<file path="config.mk">
export PLATFORM = sky130hd
export DESIGN_NAME = wake_ctrl_regs
export DESIGN_NICKNAME = d
export VERILOG_FILES = /design/src/core/pin_filter.v /design/src/core/wake_ctrl_regs.v
export VERILOG_INCLUDE_DIRS = /design/src /design/src/core
export SDC_FILE = /design/constraint.sdc
export NUM_CORES = 1
export LEC_CHECK = 0
export ABC_AREA = 1
export BUFFER_PORTS_ARGS = -buffer_cell sky130_fd_sc_hd__buf_2
export CAP_MARGIN = 20
export CORE_UTILIZATION = 53
export DETAILED_ROUTE_END_ITERATION = 10
export GPL_TIMING_DRIVEN = 0
export PLACE_DENSITY = 0.76
export SLEW_MARGIN = 20
export SYNTH_ARGS = -nofsm -noshare
export SYNTH_HDL_FRONTEND = slang
export SYNTH_SLANG_ARGS = --single-unit
export TNS_END_PERCENT = 10
</file>
<file path="constraint.sdc">
create_clock -name CLK -period 1.35 [get_ports CLK]
set_input_delay 0.135 -clock CLK [delete_from_list [all_inputs] [get_ports CLK]]
set_output_delay 0.135 -clock CLK [all_outputs]
set_load 0.01 [all_outputs]
</file>
<file path="src/core/wake_ctrl_defs.vh">
`ifndef WAKE_CTRL_DEFS_VH
`define WAKE_CTRL_DEFS_VH

// =====================================================================
// Register offsets on the serial interface (seven-bit address field).
// =====================================================================
`define ADDR_WDOG_CONFIG 7'h03
`define ADDR_XCVR_MODE 7'h04
`define ADDR_INT_WAKE 7'h06
`define ADDR_EXT_WAKE 7'h07

// =====================================================================
// Reset values after power-on or soft reset.
// =====================================================================
`define RST_WDOG_CONFIG 8'h14
`define RST_XCVR_MODE 8'h00
`define RST_INT_WAKE 8'h00
`define RST_EXT_WAKE 8'h01
// Transceiver field loaded on power-on or soft reset in development mode.
`define DEV_XCVR_MODE 3'h3

// =====================================================================
// Field positions and masks.
// =====================================================================
`define WD_CHECKSUM_BIT 7
`define WD_STOP_LO_BIT 6
`define WD_WINDOW_BIT 5
`define WD_BUS_WAKE_BIT 4
`define WD_PERIOD_HI 2
// Bits that hold storage; reserved positions are masked to zero.
`define MASK_WDOG_CONFIG 8'hF7
`define MASK_XCVR_MODE 8'h07
`define MASK_INT_WAKE 8'h44
`define MASK_EXT_WAKE 8'hA1
// Restart keeps bits 7, 5, 4 and loads 0100 into the low nibble.
`define RESTART_KEEP_WDOG 8'hB0
`define RESTART_SET_WDOG 8'h04
`define RESTART_KEEP_INT 8'h40
`define RESTART_KEEP_EXT 8'hA1
`define IWK_TIMER_BIT 6
`define IWK_STOP_HI_BIT 2
`define EWK_GLOBAL_BIT 7
`define EWK_SENSE_BIT 5
`define EWK_ENABLE_BIT 0
`define SELWAKE_BIT 2

// =====================================================================
// Transceiver mode encodings (low two bits).
// =====================================================================
`define XCVR_OFF 2'h0
`define XCVR_WAKE_CAPABLE 2'h1
`define XCVR_RX_ONLY 2'h2
`define XCVR_NORMAL 2'h3

// =====================================================================
// Serial frame layout: 16 bits, least significant bit first.
// =====================================================================
`define FRAME_BITS 5'h10
`define ADDR_BITS 5'h08
`define WRITE_FLAG_BIT 7
`define STATUS_BYTE 8'h00
// Idle levels of chip select, clock and data, in that order.
`define PIN_IDLE 3'h4

`endif

</file>
<file path="src/core/pin_filter.v">
`timescale 1ns/10ps
`default_nettype none

// =====================================================================
// Three-stage pin synchroniser with agreement filter.
// =====================================================================
// A pin change is accepted only once the second and third stages agree.
// The first stage is read by the second stage alone.
module pin_filter
#(
    parameter WIDTH = 3,
    // Levels loaded by reset; they must match the idle bus.
    parameter [WIDTH-1:0] IDLE = {WIDTH{1'b1}}
)
(
    input wire CLK,
    input wire ARST_N,
    input wire [WIDTH-1:0] PIN_IN,
    output reg [WIDTH-1:0] PIN_OUT
);

    reg [WIDTH-1:0] stage1_r; // Metastability catcher.
    reg [WIDTH-1:0] stage2_r; // Second stage.
    reg [WIDTH-1:0] stage3_r; // Third stage, compared with the second.
    integer i;

    // Shift the pins in and update a bit only where stages two and three
    // agree; reset loads the idle levels so no false edge follows it.
    always @(posedge CLK or negedge ARST_N)
    begin
        if (!ARST_N)
        begin
            stage1_r <= IDLE;
            stage2_r <= IDLE;
            stage3_r <= IDLE;
            PIN_OUT <= IDLE;
        end
        else
        begin
            stage1_r <= PIN_IN;
            stage2_r <= stage1_r;
            stage3_r <= stage2_r;
            for (i = 0; i < WIDTH; i = i + 1)
            begin
                if (stage2_r[i] == stage3_r[i])
                    PIN_OUT[i] <= stage3_r[i];
            end
        end
    end

endmodule // pin_filter

`default_nettype wire

</file>
<file path="src/core/wake_ctrl_regs.v">
`timescale 1ns/10ps
`default_nettype none
`include "wake_ctrl_defs.vh"

module wake_ctrl_regs
(
    input wire CLK,
    input wire ARST_N,
    // Serial interface pins to and from the microcontroller.
    input wire SPI_CS_N,
    input wire SPI_SCK,
    input wire SPI_SDI,
    output reg SPI_SDO,
    output reg SPI_SDO_OE_N,
    // Mode transition strobes from the device mode controller.
    input wire SOFT_RESET,
    input wire RESTART_ENTRY,
    input wire [2:0] RESTART_XCVR_MODE,
    input wire FAILSAFE_ENTRY,
    input wire SLEEP_ENTRY,
    input wire STOP_ENTRY,
    input wire STOP_TO_NORMAL,
    input wire SYSTEM_ERROR_FLAG,
    input wire DEV_MODE,
    // Event sources.
    input wire BUS_WAKE_EVENT,
    input wire TIMER_WAKE_EVENT,
    input wire WAKE_PIN_EVENT,
    input wire STATUS_PENDING,
    input wire WAKE_PENDING,
    // Configuration outputs.
    output reg WDOG_WINDOW_SELECT,
    output reg [2:0] WDOG_PERIOD_SELECT,
    output reg WDOG_STOP_DISABLE,
    output reg WDOG_BUS_WAKE_START,
    output reg WDOG_PARITY_ERROR,
    output reg [2:0] XCVR_MODE,
    output reg TIMER_WAKE,
    output reg WAKE_PIN_WAKE,
    output reg WAKE_PIN_SENSE_ON,
    output reg INTERRUPT_OUT_N
);

    // =================================================================
    // Declarations.
    // =================================================================
    reg [7:0] wdog_config_r; // Watchdog configuration storage.
    reg [7:0] xcvr_mode_r; // Transceiver mode storage.
    reg [7:0] int_wake_r; // Internal wake source storage.
    reg [7:0] ext_wake_r; // External wake source storage.
    reg [7:0] wdog_config_nxt;
    reg [7:0] xcvr_mode_nxt;
    reg [7:0] int_wake_nxt;
    reg [7:0] ext_wake_nxt;
    reg init_done_r; // Low until the first edge after reset release.
    reg sck_last_r; // Filtered clock of the previous cycle.
    reg [4:0] bit_cnt_r; // Bits received in the current frame.
    reg [15:0] rx_r; // Received frame, least significant bit first.
    reg [7:0] tx_r; // Data byte returned in the second half.
    reg cs_last_r; // Filtered chip select of the previous cycle.
    wire [2:0] pins_clean; // Filtered chip select, clock and data.
    wire cs_n_f;
    wire sck_f;
    wire sdi_f;
    wire sck_rise;
    wire sck_fall;
    wire frame_end;
    wire write_ok;
    wire [6:0] wr_addr;
    wire [7:0] wr_data;
    wire [7:0] status_byte; // Fixed first byte of every answer.

    // Parity of a byte; one means odd.
    function odd_parity;
        input [7:0] value;
        begin
            odd_parity = ^value;
        end
    endfunction

    // Readback of a register; reserved bits are masked to zero.
    function [7:0] read_reg;
        input [6:0] addr;
        input [7:0] wd;
        input [7:0] xm;
        input [7:0] iw;
        input [7:0] ew;
        begin
            case (addr)
                `ADDR_WDOG_CONFIG: read_reg = wd & `MASK_WDOG_CONFIG;
                `ADDR_XCVR_MODE: read_reg = xm & `MASK_XCVR_MODE;
                `ADDR_INT_WAKE: read_reg = iw & `MASK_INT_WAKE;
                `ADDR_EXT_WAKE: read_reg = ew & `MASK_EXT_WAKE;
                default: read_reg = 8'h00;
            endcase
        end
    endfunction

    // =================================================================
    // Pin synchronisation.
    // =================================================================
    // All three serial pins are asynchronous to CLK, so each is filtered.
    // The clock resets low, as it idles, so no edge is seen after reset.
    pin_filter #(.WIDTH(3), .IDLE(`PIN_IDLE)) u_pins
    (
        .CLK(CLK),
        .ARST_N(ARST_N),
        .PIN_IN({SPI_CS_N, SPI_SCK, SPI_SDI}),
        .PIN_OUT(pins_clean)
    );

    assign cs_n_f = pins_clean[2];
    assign sck_f = pins_clean[1];
    assign sdi_f = pins_clean[0];
    assign sck_rise = !cs_n_f && sck_f && !sck_last_r;
    assign sck_fall = !cs_n_f && !sck_f && sck_last_r;
    // A frame takes effect only when at least sixteen bits were seen; clock edges after the sixteenth are ignored.
    assign frame_end = cs_n_f && !cs_last_r && (bit_cnt_r == `FRAME_BITS);
    assign wr_addr = rx_r[6:0];
    assign wr_data = rx_r[15:8];
    assign write_ok = frame_end && rx_r[`WRITE_FLAG_BIT];
    assign status_byte = `STATUS_BYTE;

    // =================================================================
    // Serial shift engine.
    // =================================================================
    // Data is sampled on the rising clock and driven on the falling one.
    // The data byte returned is the register content before this frame.
    always @(posedge CLK or negedge ARST_N)
    begin
        if (!ARST_N)
        begin
            sck_last_r <= 1'b0;
            cs_last_r <= 1'b1;
            bit_cnt_r <= 5'h00;
            rx_r <= 16'h0000;
            tx_r <= 8'h00;
            SPI_SDO <= 1'b0;
            SPI_SDO_OE_N <= 1'b1;
        end
        else
        begin
            sck_last_r <= sck_f;
            cs_last_r <= cs_n_f;
            // The output only drives while the device is selected.
            SPI_SDO_OE_N <= cs_n_f;
            if (cs_n_f)
            begin
                bit_cnt_r <= 5'h00;
                SPI_SDO <= 1'b0;
            end
            else if (sck_rise && bit_cnt_r < `FRAME_BITS)
            begin
                rx_r[bit_cnt_r[3:0]] <= sdi_f;
                bit_cnt_r <= bit_cnt_r + 5'h01;
                // Address is complete after the eighth bit.
                if (bit_cnt_r == `ADDR_BITS - 5'h01)
                begin
                    tx_r <= read_reg(rx_r[6:0], wdog_config_r,
                        xcvr_mode_r, int_wake_r, ext_wake_r);
                end
            end
            else if (sck_fall)
            begin
                if (bit_cnt_r < `ADDR_BITS)
                    SPI_SDO <= status_byte[bit_cnt_r[2:0]];
                else if (bit_cnt_r < `FRAME_BITS)
                    SPI_SDO <= tx_r[bit_cnt_r[2:0]];
            end
        end
    end

    // =================================================================
    // Register update logic.
    // =================================================================
    // Priority: soft reset, restart, fail-safe, low-power entries, stop exit, then
    // host writes. A mode event always wins over a write in the same
    // cycle because it reflects a state the device has already entered.
    always @*
    begin
        wdog_config_nxt = wdog_config_r;
        xcvr_mode_nxt = xcvr_mode_r;
        int_wake_nxt = int_wake_r;
        ext_wake_nxt = ext_wake_r;
        if (SOFT_RESET || !init_done_r)
        begin
            wdog_config_nxt = `RST_WDOG_CONFIG;
            xcvr_mode_nxt = `RST_XCVR_MODE;
            if (DEV_MODE)
                xcvr_mode_nxt = {5'h00, `DEV_XCVR_MODE};
            int_wake_nxt = `RST_INT_WAKE;
            ext_wake_nxt = `RST_EXT_WAKE;
        end
        else if (RESTART_ENTRY)
        begin
            wdog_config_nxt = (wdog_config_r & `RESTART_KEEP_WDOG)
                | `RESTART_SET_WDOG;
            // The cause sets the mode, the selective wake bit is kept.
            xcvr_mode_nxt = {5'h00, xcvr_mode_r[`SELWAKE_BIT],
                RESTART_XCVR_MODE[1:0]};
            int_wake_nxt = int_wake_r & `RESTART_KEEP_INT;
            ext_wake_nxt = ext_wake_r & `RESTART_KEEP_EXT;
        end
        else if (FAILSAFE_ENTRY)
        begin
            xcvr_mode_nxt = {5'h00, xcvr_mode_r[`SELWAKE_BIT],
                `XCVR_WAKE_CAPABLE};
            if (!ext_wake_r[`EWK_SENSE_BIT])
            begin
                ext_wake_nxt = (ext_wake_r & 8'hA0)
                    | 8'h01;
            end
        end
        else if (SLEEP_ENTRY)
        begin
            // Receive only always drops to wake capable on Sleep; normal
            // does so only without a pending system error.
            if (xcvr_mode_r[1:0] == `XCVR_RX_ONLY)
                xcvr_mode_nxt[1:0] = `XCVR_WAKE_CAPABLE;
            else if (xcvr_mode_r[1:0] == `XCVR_NORMAL
                && !SYSTEM_ERROR_FLAG)
                xcvr_mode_nxt[1:0] = `XCVR_WAKE_CAPABLE;
            // Off and wake capable fall through unchanged.
        end
        else if (STOP_ENTRY)
        begin
            // Stop keeps every transceiver setting, receive only included;
            // the host must have chosen it beforehand.
            xcvr_mode_nxt = xcvr_mode_r;
        end
        else if (STOP_TO_NORMAL)
        begin
            int_wake_nxt[`IWK_STOP_HI_BIT] = 1'b0;
        end
        else if (write_ok)
        begin
            case (wr_addr)
                `ADDR_WDOG_CONFIG:
                begin
                    // Odd parity marks a corrupted write.
                    if (!odd_parity(wr_data))
                        wdog_config_nxt = wr_data & `MASK_WDOG_CONFIG;
                end
                `ADDR_XCVR_MODE:
                    xcvr_mode_nxt = wr_data & `MASK_XCVR_MODE;
                `ADDR_INT_WAKE:
                    int_wake_nxt = wr_data & `MASK_INT_WAKE;
                `ADDR_EXT_WAKE:
                    ext_wake_nxt = wr_data & `MASK_EXT_WAKE;
                default:
                begin
                    // Unmapped addresses are ignored.
                    xcvr_mode_nxt = xcvr_mode_r;
                end
            endcase
        end
    end

    // Register storage and the init flag. Reset loads constants only; the
    // development strap is applied on the first edge after release.
    always @(posedge CLK or negedge ARST_N)
    begin
        if (!ARST_N)
        begin
            init_done_r <= 1'b0;
            wdog_config_r <= `RST_WDOG_CONFIG;
            xcvr_mode_r <= `RST_XCVR_MODE;
            int_wake_r <= `RST_INT_WAKE;
            ext_wake_r <= `RST_EXT_WAKE;
        end
        else
        begin
            init_done_r <= 1'b1;
            wdog_config_r <= wdog_config_nxt;
            xcvr_mode_r <= xcvr_mode_nxt;
            int_wake_r <= int_wake_nxt;
            ext_wake_r <= ext_wake_nxt;
        end
    end

    // =================================================================
    // Configuration outputs and event gating.
    // =================================================================
    // Every output is registered, so consumers see a one-cycle lag.
    always @(posedge CLK or negedge ARST_N)
    begin
        if (!ARST_N)
        begin
            WDOG_WINDOW_SELECT <= 1'b0;
            WDOG_PERIOD_SELECT <= 3'h4;
            WDOG_STOP_DISABLE <= 1'b0;
            WDOG_BUS_WAKE_START <= 1'b0;
            WDOG_PARITY_ERROR <= 1'b0;
            XCVR_MODE <= 3'h0;
            TIMER_WAKE <= 1'b0;
            WAKE_PIN_WAKE <= 1'b0;
            WAKE_PIN_SENSE_ON <= 1'b0;
            INTERRUPT_OUT_N <= 1'b1;
        end
        else
        begin
            WDOG_WINDOW_SELECT <= wdog_config_r[`WD_WINDOW_BIT];
            WDOG_PERIOD_SELECT <= wdog_config_r[`WD_PERIOD_HI:0];
            // Both request bits are needed to stop the watchdog.
            WDOG_STOP_DISABLE <= wdog_config_r[`WD_STOP_LO_BIT]
                && int_wake_r[`IWK_STOP_HI_BIT];
            // Bus wake starts the watchdog only if enabled.
            WDOG_BUS_WAKE_START <= BUS_WAKE_EVENT
                && wdog_config_r[`WD_BUS_WAKE_BIT];
            WDOG_PARITY_ERROR <= write_ok
                && (wr_addr == `ADDR_WDOG_CONFIG)
                && odd_parity(wr_data);
            XCVR_MODE <= xcvr_mode_r[2:0];
            TIMER_WAKE <= TIMER_WAKE_EVENT
                && int_wake_r[`IWK_TIMER_BIT];
            // Voltage sensing suppresses pin wake events.
            WAKE_PIN_WAKE <= WAKE_PIN_EVENT
                && ext_wake_r[`EWK_ENABLE_BIT]
                && !ext_wake_r[`EWK_SENSE_BIT];
            WAKE_PIN_SENSE_ON <= ext_wake_r[`EWK_SENSE_BIT];
            // Global routing lets any status bit pull the line low.
            INTERRUPT_OUT_N <= !(WAKE_PENDING
                || (ext_wake_r[`EWK_GLOBAL_BIT] && STATUS_PENDING));
        end
    end

endmodule // wake_ctrl_regs

`default_nettype wire

</file>
==> qor.yml <==
clk_pin_slew_ns: 0.08
holdCritPathClass: "primary input to flop"
via_count: 2915
start_util_pct: 54.8
worstSkewPairLatency_ns: 0.35
crit_path_end: "wdog_config_r[1]$_DFFE_PN0P_"
dr.pass1.iters: 5
drv_cap: 0
crit_type: "flop to flop"
netlist_instances: 399
area_growth_pct: 23.6
avgSynthCellArea_um2: 8.66
routed_wirelength_mm: 7.50
drt_iter0_drc: 231
setup_ws_ns: -0.180
rr_worst_depth: 10
setup_viol: 35
violations: "negative setup slack"
dp_worst_setup_slack_ns: -0.250
synth_seq_area_share_pct: 53.2
die_w_um: 82.8
clock_power_share_pct: 34.5
p_sw_mw: 1.47
crit_start: "bit_cnt_r[1]$_DFFE_PN0P_"
max-vdd-ir-drop_v: 0.000826
slew_viol_final: 0
synth_area_leaders: "dfrtp_1 46%, nand2_1 12%, dfstp_2 7.6%, inv_1 4.5%, a21oi_1 3.0%"
drive_above_1_share_pct: 29.0
layoutNonFillerInstCount: 550
ff2ff_setup_slack_ns: -0.18
fin_nets: 493
slew_headroom_pct: 60.7
status: "finished, violations left"
synth_top_area_share_pct: 45.6
worstMarginPinSlew_ns: 0.587
place_congestion: 0.917
grt_max_degree: 45
fin_skew_ns: 0.0106
arrival_ns: 1.77
rows: 29
grt-ovfl-total: 0
reg2reg_to: "wdog_config_r[1]$_DFFE_PN0P_"
leakage_nw: 2.09
synth_cell_types: 39
synth_area_mm2: 0.00346
clkSinkCount: 73
period_minus_slack_ns: 1.53
cts_buffer_depth: 2
cp-start-kind: "flop"
pwr-share-comb_pct: 17.6
maxClockFrequency_mhz: 654
synth_fp_nets: 424
diodes: 0
io_buffer_count: 35
post-route-period-util_pct: 113
numCtsBuffers: 9
pwr_density_cell_mw_per_mm2: 1200
ys_ff_latch: 73
wl_per_cell_um: 13.6
nFillCells: 507
drc: 0
dp_hpwl_mm: 5.10
end_kind: "flop"
dieArea_mm2: 0.00685
synth_area_leader_cell: "dfrtp_1"
avgViaCountPerCell: 5.30
dp.cells: 512
cts_tree: "done"
htreeDepth: 3
p_int_mw: 3.67
ys_warn_count: 0
p_sw_share_pct: 28.7
cp.required_ns: 1.59
min_from: "STOP_TO_NORMAL"
core-area_mm2: 0.00631
cts_root_buffer: "clkbuf_8"
io-pin-count: 37
antenna_left: 0
final_hold_viol_count: 0
critPathMaxFanout: 6
die_h_um: 82.8
grt_first_pass_wirelength_mm: 11.7
antenna_found_initial: 0
reg2reg_from: "bit_cnt_r[1]$_DFFE_PN0P_"
rsz0062_at_grt: "true"
seq_power_share_pct: 47.9
grt_pass1_vias: 2624
gr-usage-all-layers_pct: 23.4
[area by class of cell]
class	instances	area [um^2]	area share, %
tap	77	96.3	2.25
timing repair buffer	60	413	9.66
multi-input combinational	270	1480	34.5
clock inverter	4	51.3	1.20
sequential	73	1850	43.2
inverter	48	185	4.33
clock buffer	12	155	3.63
buffer	6	50.0	1.17
[sequential cells by signal, summed over array words and instances (netlist names), 2 cells and up]
name / count
xcvr_mode_r: 3
wdog_config_r: 7
ext_wake_r: 3
rx_r: 16
tx_r: 7
u_pins.stage2_r: 3
XCVR_MODE: 3
bit_cnt_r: 5
u_pins.stage3_r: 3
int_wake_r: 2
u_pins.PIN_OUT: 3
u_pins.stage1_r: 3
WDOG_PERIOD_SELECT: 3
[per-stage QoR]
step / area [um^2] / TNS (ns) / hold slack, ns / total power, mW / utilization [%]
6_report: 4270 / -3.50 / 0.132 / 5.14 / 67.7
4_1_cts: 4140 / -4.36 / 0.107 / 5.10 / 65.5
2_1_floorplan: 3460 / -0.134 / -0.161 / 2.98 / -
3_5_place_dp: 3760 / -7.04 / 0.0798 / 3.24 / 59.5
3_3_place_gp: 3740 / -19.58 / 0.242 / 3.20 / 59.2
5_1_grt: 4270 / -7.36 / 0.159 / 5.35 / 67.7
[power groups by stage]
stage,combinational [mW],sequential (mW),clock [mW]
6_report,0.904,2.46,1.77
5_1_grt,0.994,2.48,1.87
4_1_cts,0.855,2.46,1.79
3_5_place_dp,0.735,2.50,0
3_3_place_gp,0.706,2.50,0
2_1_floorplan,0.482,2.49,0
[Yosys cell counts]
master / instances
o211ai_1: 4
inv_2: 6
xor2_1: 2
or2_1: 1
nand2_2: 4
nor2_1: 25
clkbuf_1: 1
o21a_1: 1
nand4_4: 1
o21ai_1: 11
clkinv_1: 1
o31ai_1: 1
inv_1: 41
nor2_2: 5
and3_2: 1
xnor2_1: 3
nand3_2: 1
a31oi_1: 15
nand2_4: 2
buf_6: 1
buf_2: 3
a211oi_1: 1
o21ai_0: 13
o21ai_2: 2
a22o_1: 3
ha_1: 4
nand2_1: 115
dfstp_2: 10
nand4_1: 7
o21bai_4: 1
conb_1: 1
nor3_1: 2
nor2_4: 3
a21oi_1: 21
maj3_1: 3
nand3_1: 16
nor4_1: 1
buf_4: 3
dfrtp_1: 63
[metal layers]
| layer | routed length [um] | vias to the layer above | GRT usage, % |
|---|---|---|---|
| li1 | - | 1437 | - |
| met1 | 3360 | 1367 | 29.0 |
| met2 | 3600 | 87 | 38.7 |
| met3 | 328 | 24 | 4.40 |
| met4 | 204 | 0 | 12.6 |
| met5 | 0 | - | 0 |
[kinds of logic after synthesis]
| family | count (synthesis) | share of synthesized area, % |
|---|---|---|
| AND/OR/NAND/NOR | 184 | 23.8 |
| AO/OA/AOI/OAI | 73 | 12.6 |
| flip-flops | 73 | 53.2 |
| buffers and inverters | 56 | 6.73 |
| adder cells (fa/ha/maj) | 7 | 2.32 |
| XOR/XNOR | 5 | 1.27 |
| other | 1 | 0.108 |
[worst min path at each step]
stage,to,slack (ns),cells past startpoint
global route,int_wake_r[2]$_DFFE_PN0P_,0.16,4
CTS,int_wake_r[2]$_DFFE_PN0P_,0.11,4
detailed placement,tx_r[1]$_DFFE_PN0P_,0.08,1
global placement,u_pins.stage1_r[2]$_DFF_PN1_,0.24,1
floorplan,SPI_SDO$_DFFE_PN0P_,-0.16,0
finish,int_wake_r[2]$_DFFE_PN0P_,0.13,4
[cells in the final DEF, fill, tap and decap left out, types with 12 or more instances in the layout]
cell / Yosys / routed
nand2_1: 115 / 105
dfrtp_1: 63 / 56
inv_1: 41 / 39
buf_2: 3 / 35
a21oi_1: 21 / 20
nor2_1: 25 / 16
buf_4: 3 / 16
nand3_1: 16 / 15
a31oi_1: 15 / 15
nand2_2: 4 / 13
o21ai_1: 11 / 12
o21ai_0: 13 / 12
[critical path, cell delays in order, from the launching register on]
cell and delay (ns):
dfrtp_2 0.45, inv_4 0.10, nand2_1 0.09, nor2_4 0.14
nand2_2 0.08, nand3_2 0.06, nand2_1 0.05, inv_1 0.05
nand4_1 0.21, nand2_1 0.13, nand2_1 0.06
[what timing repair did]
item	in CTS	in global routing
setup buffers	3	12
pin swaps	12	17
endpoints found under the setup margin	36	42
hold endpoints to repair	32	0
hold buffers	9	0
gates resized for setup	14	24
(Power assumes the default switching activity.)
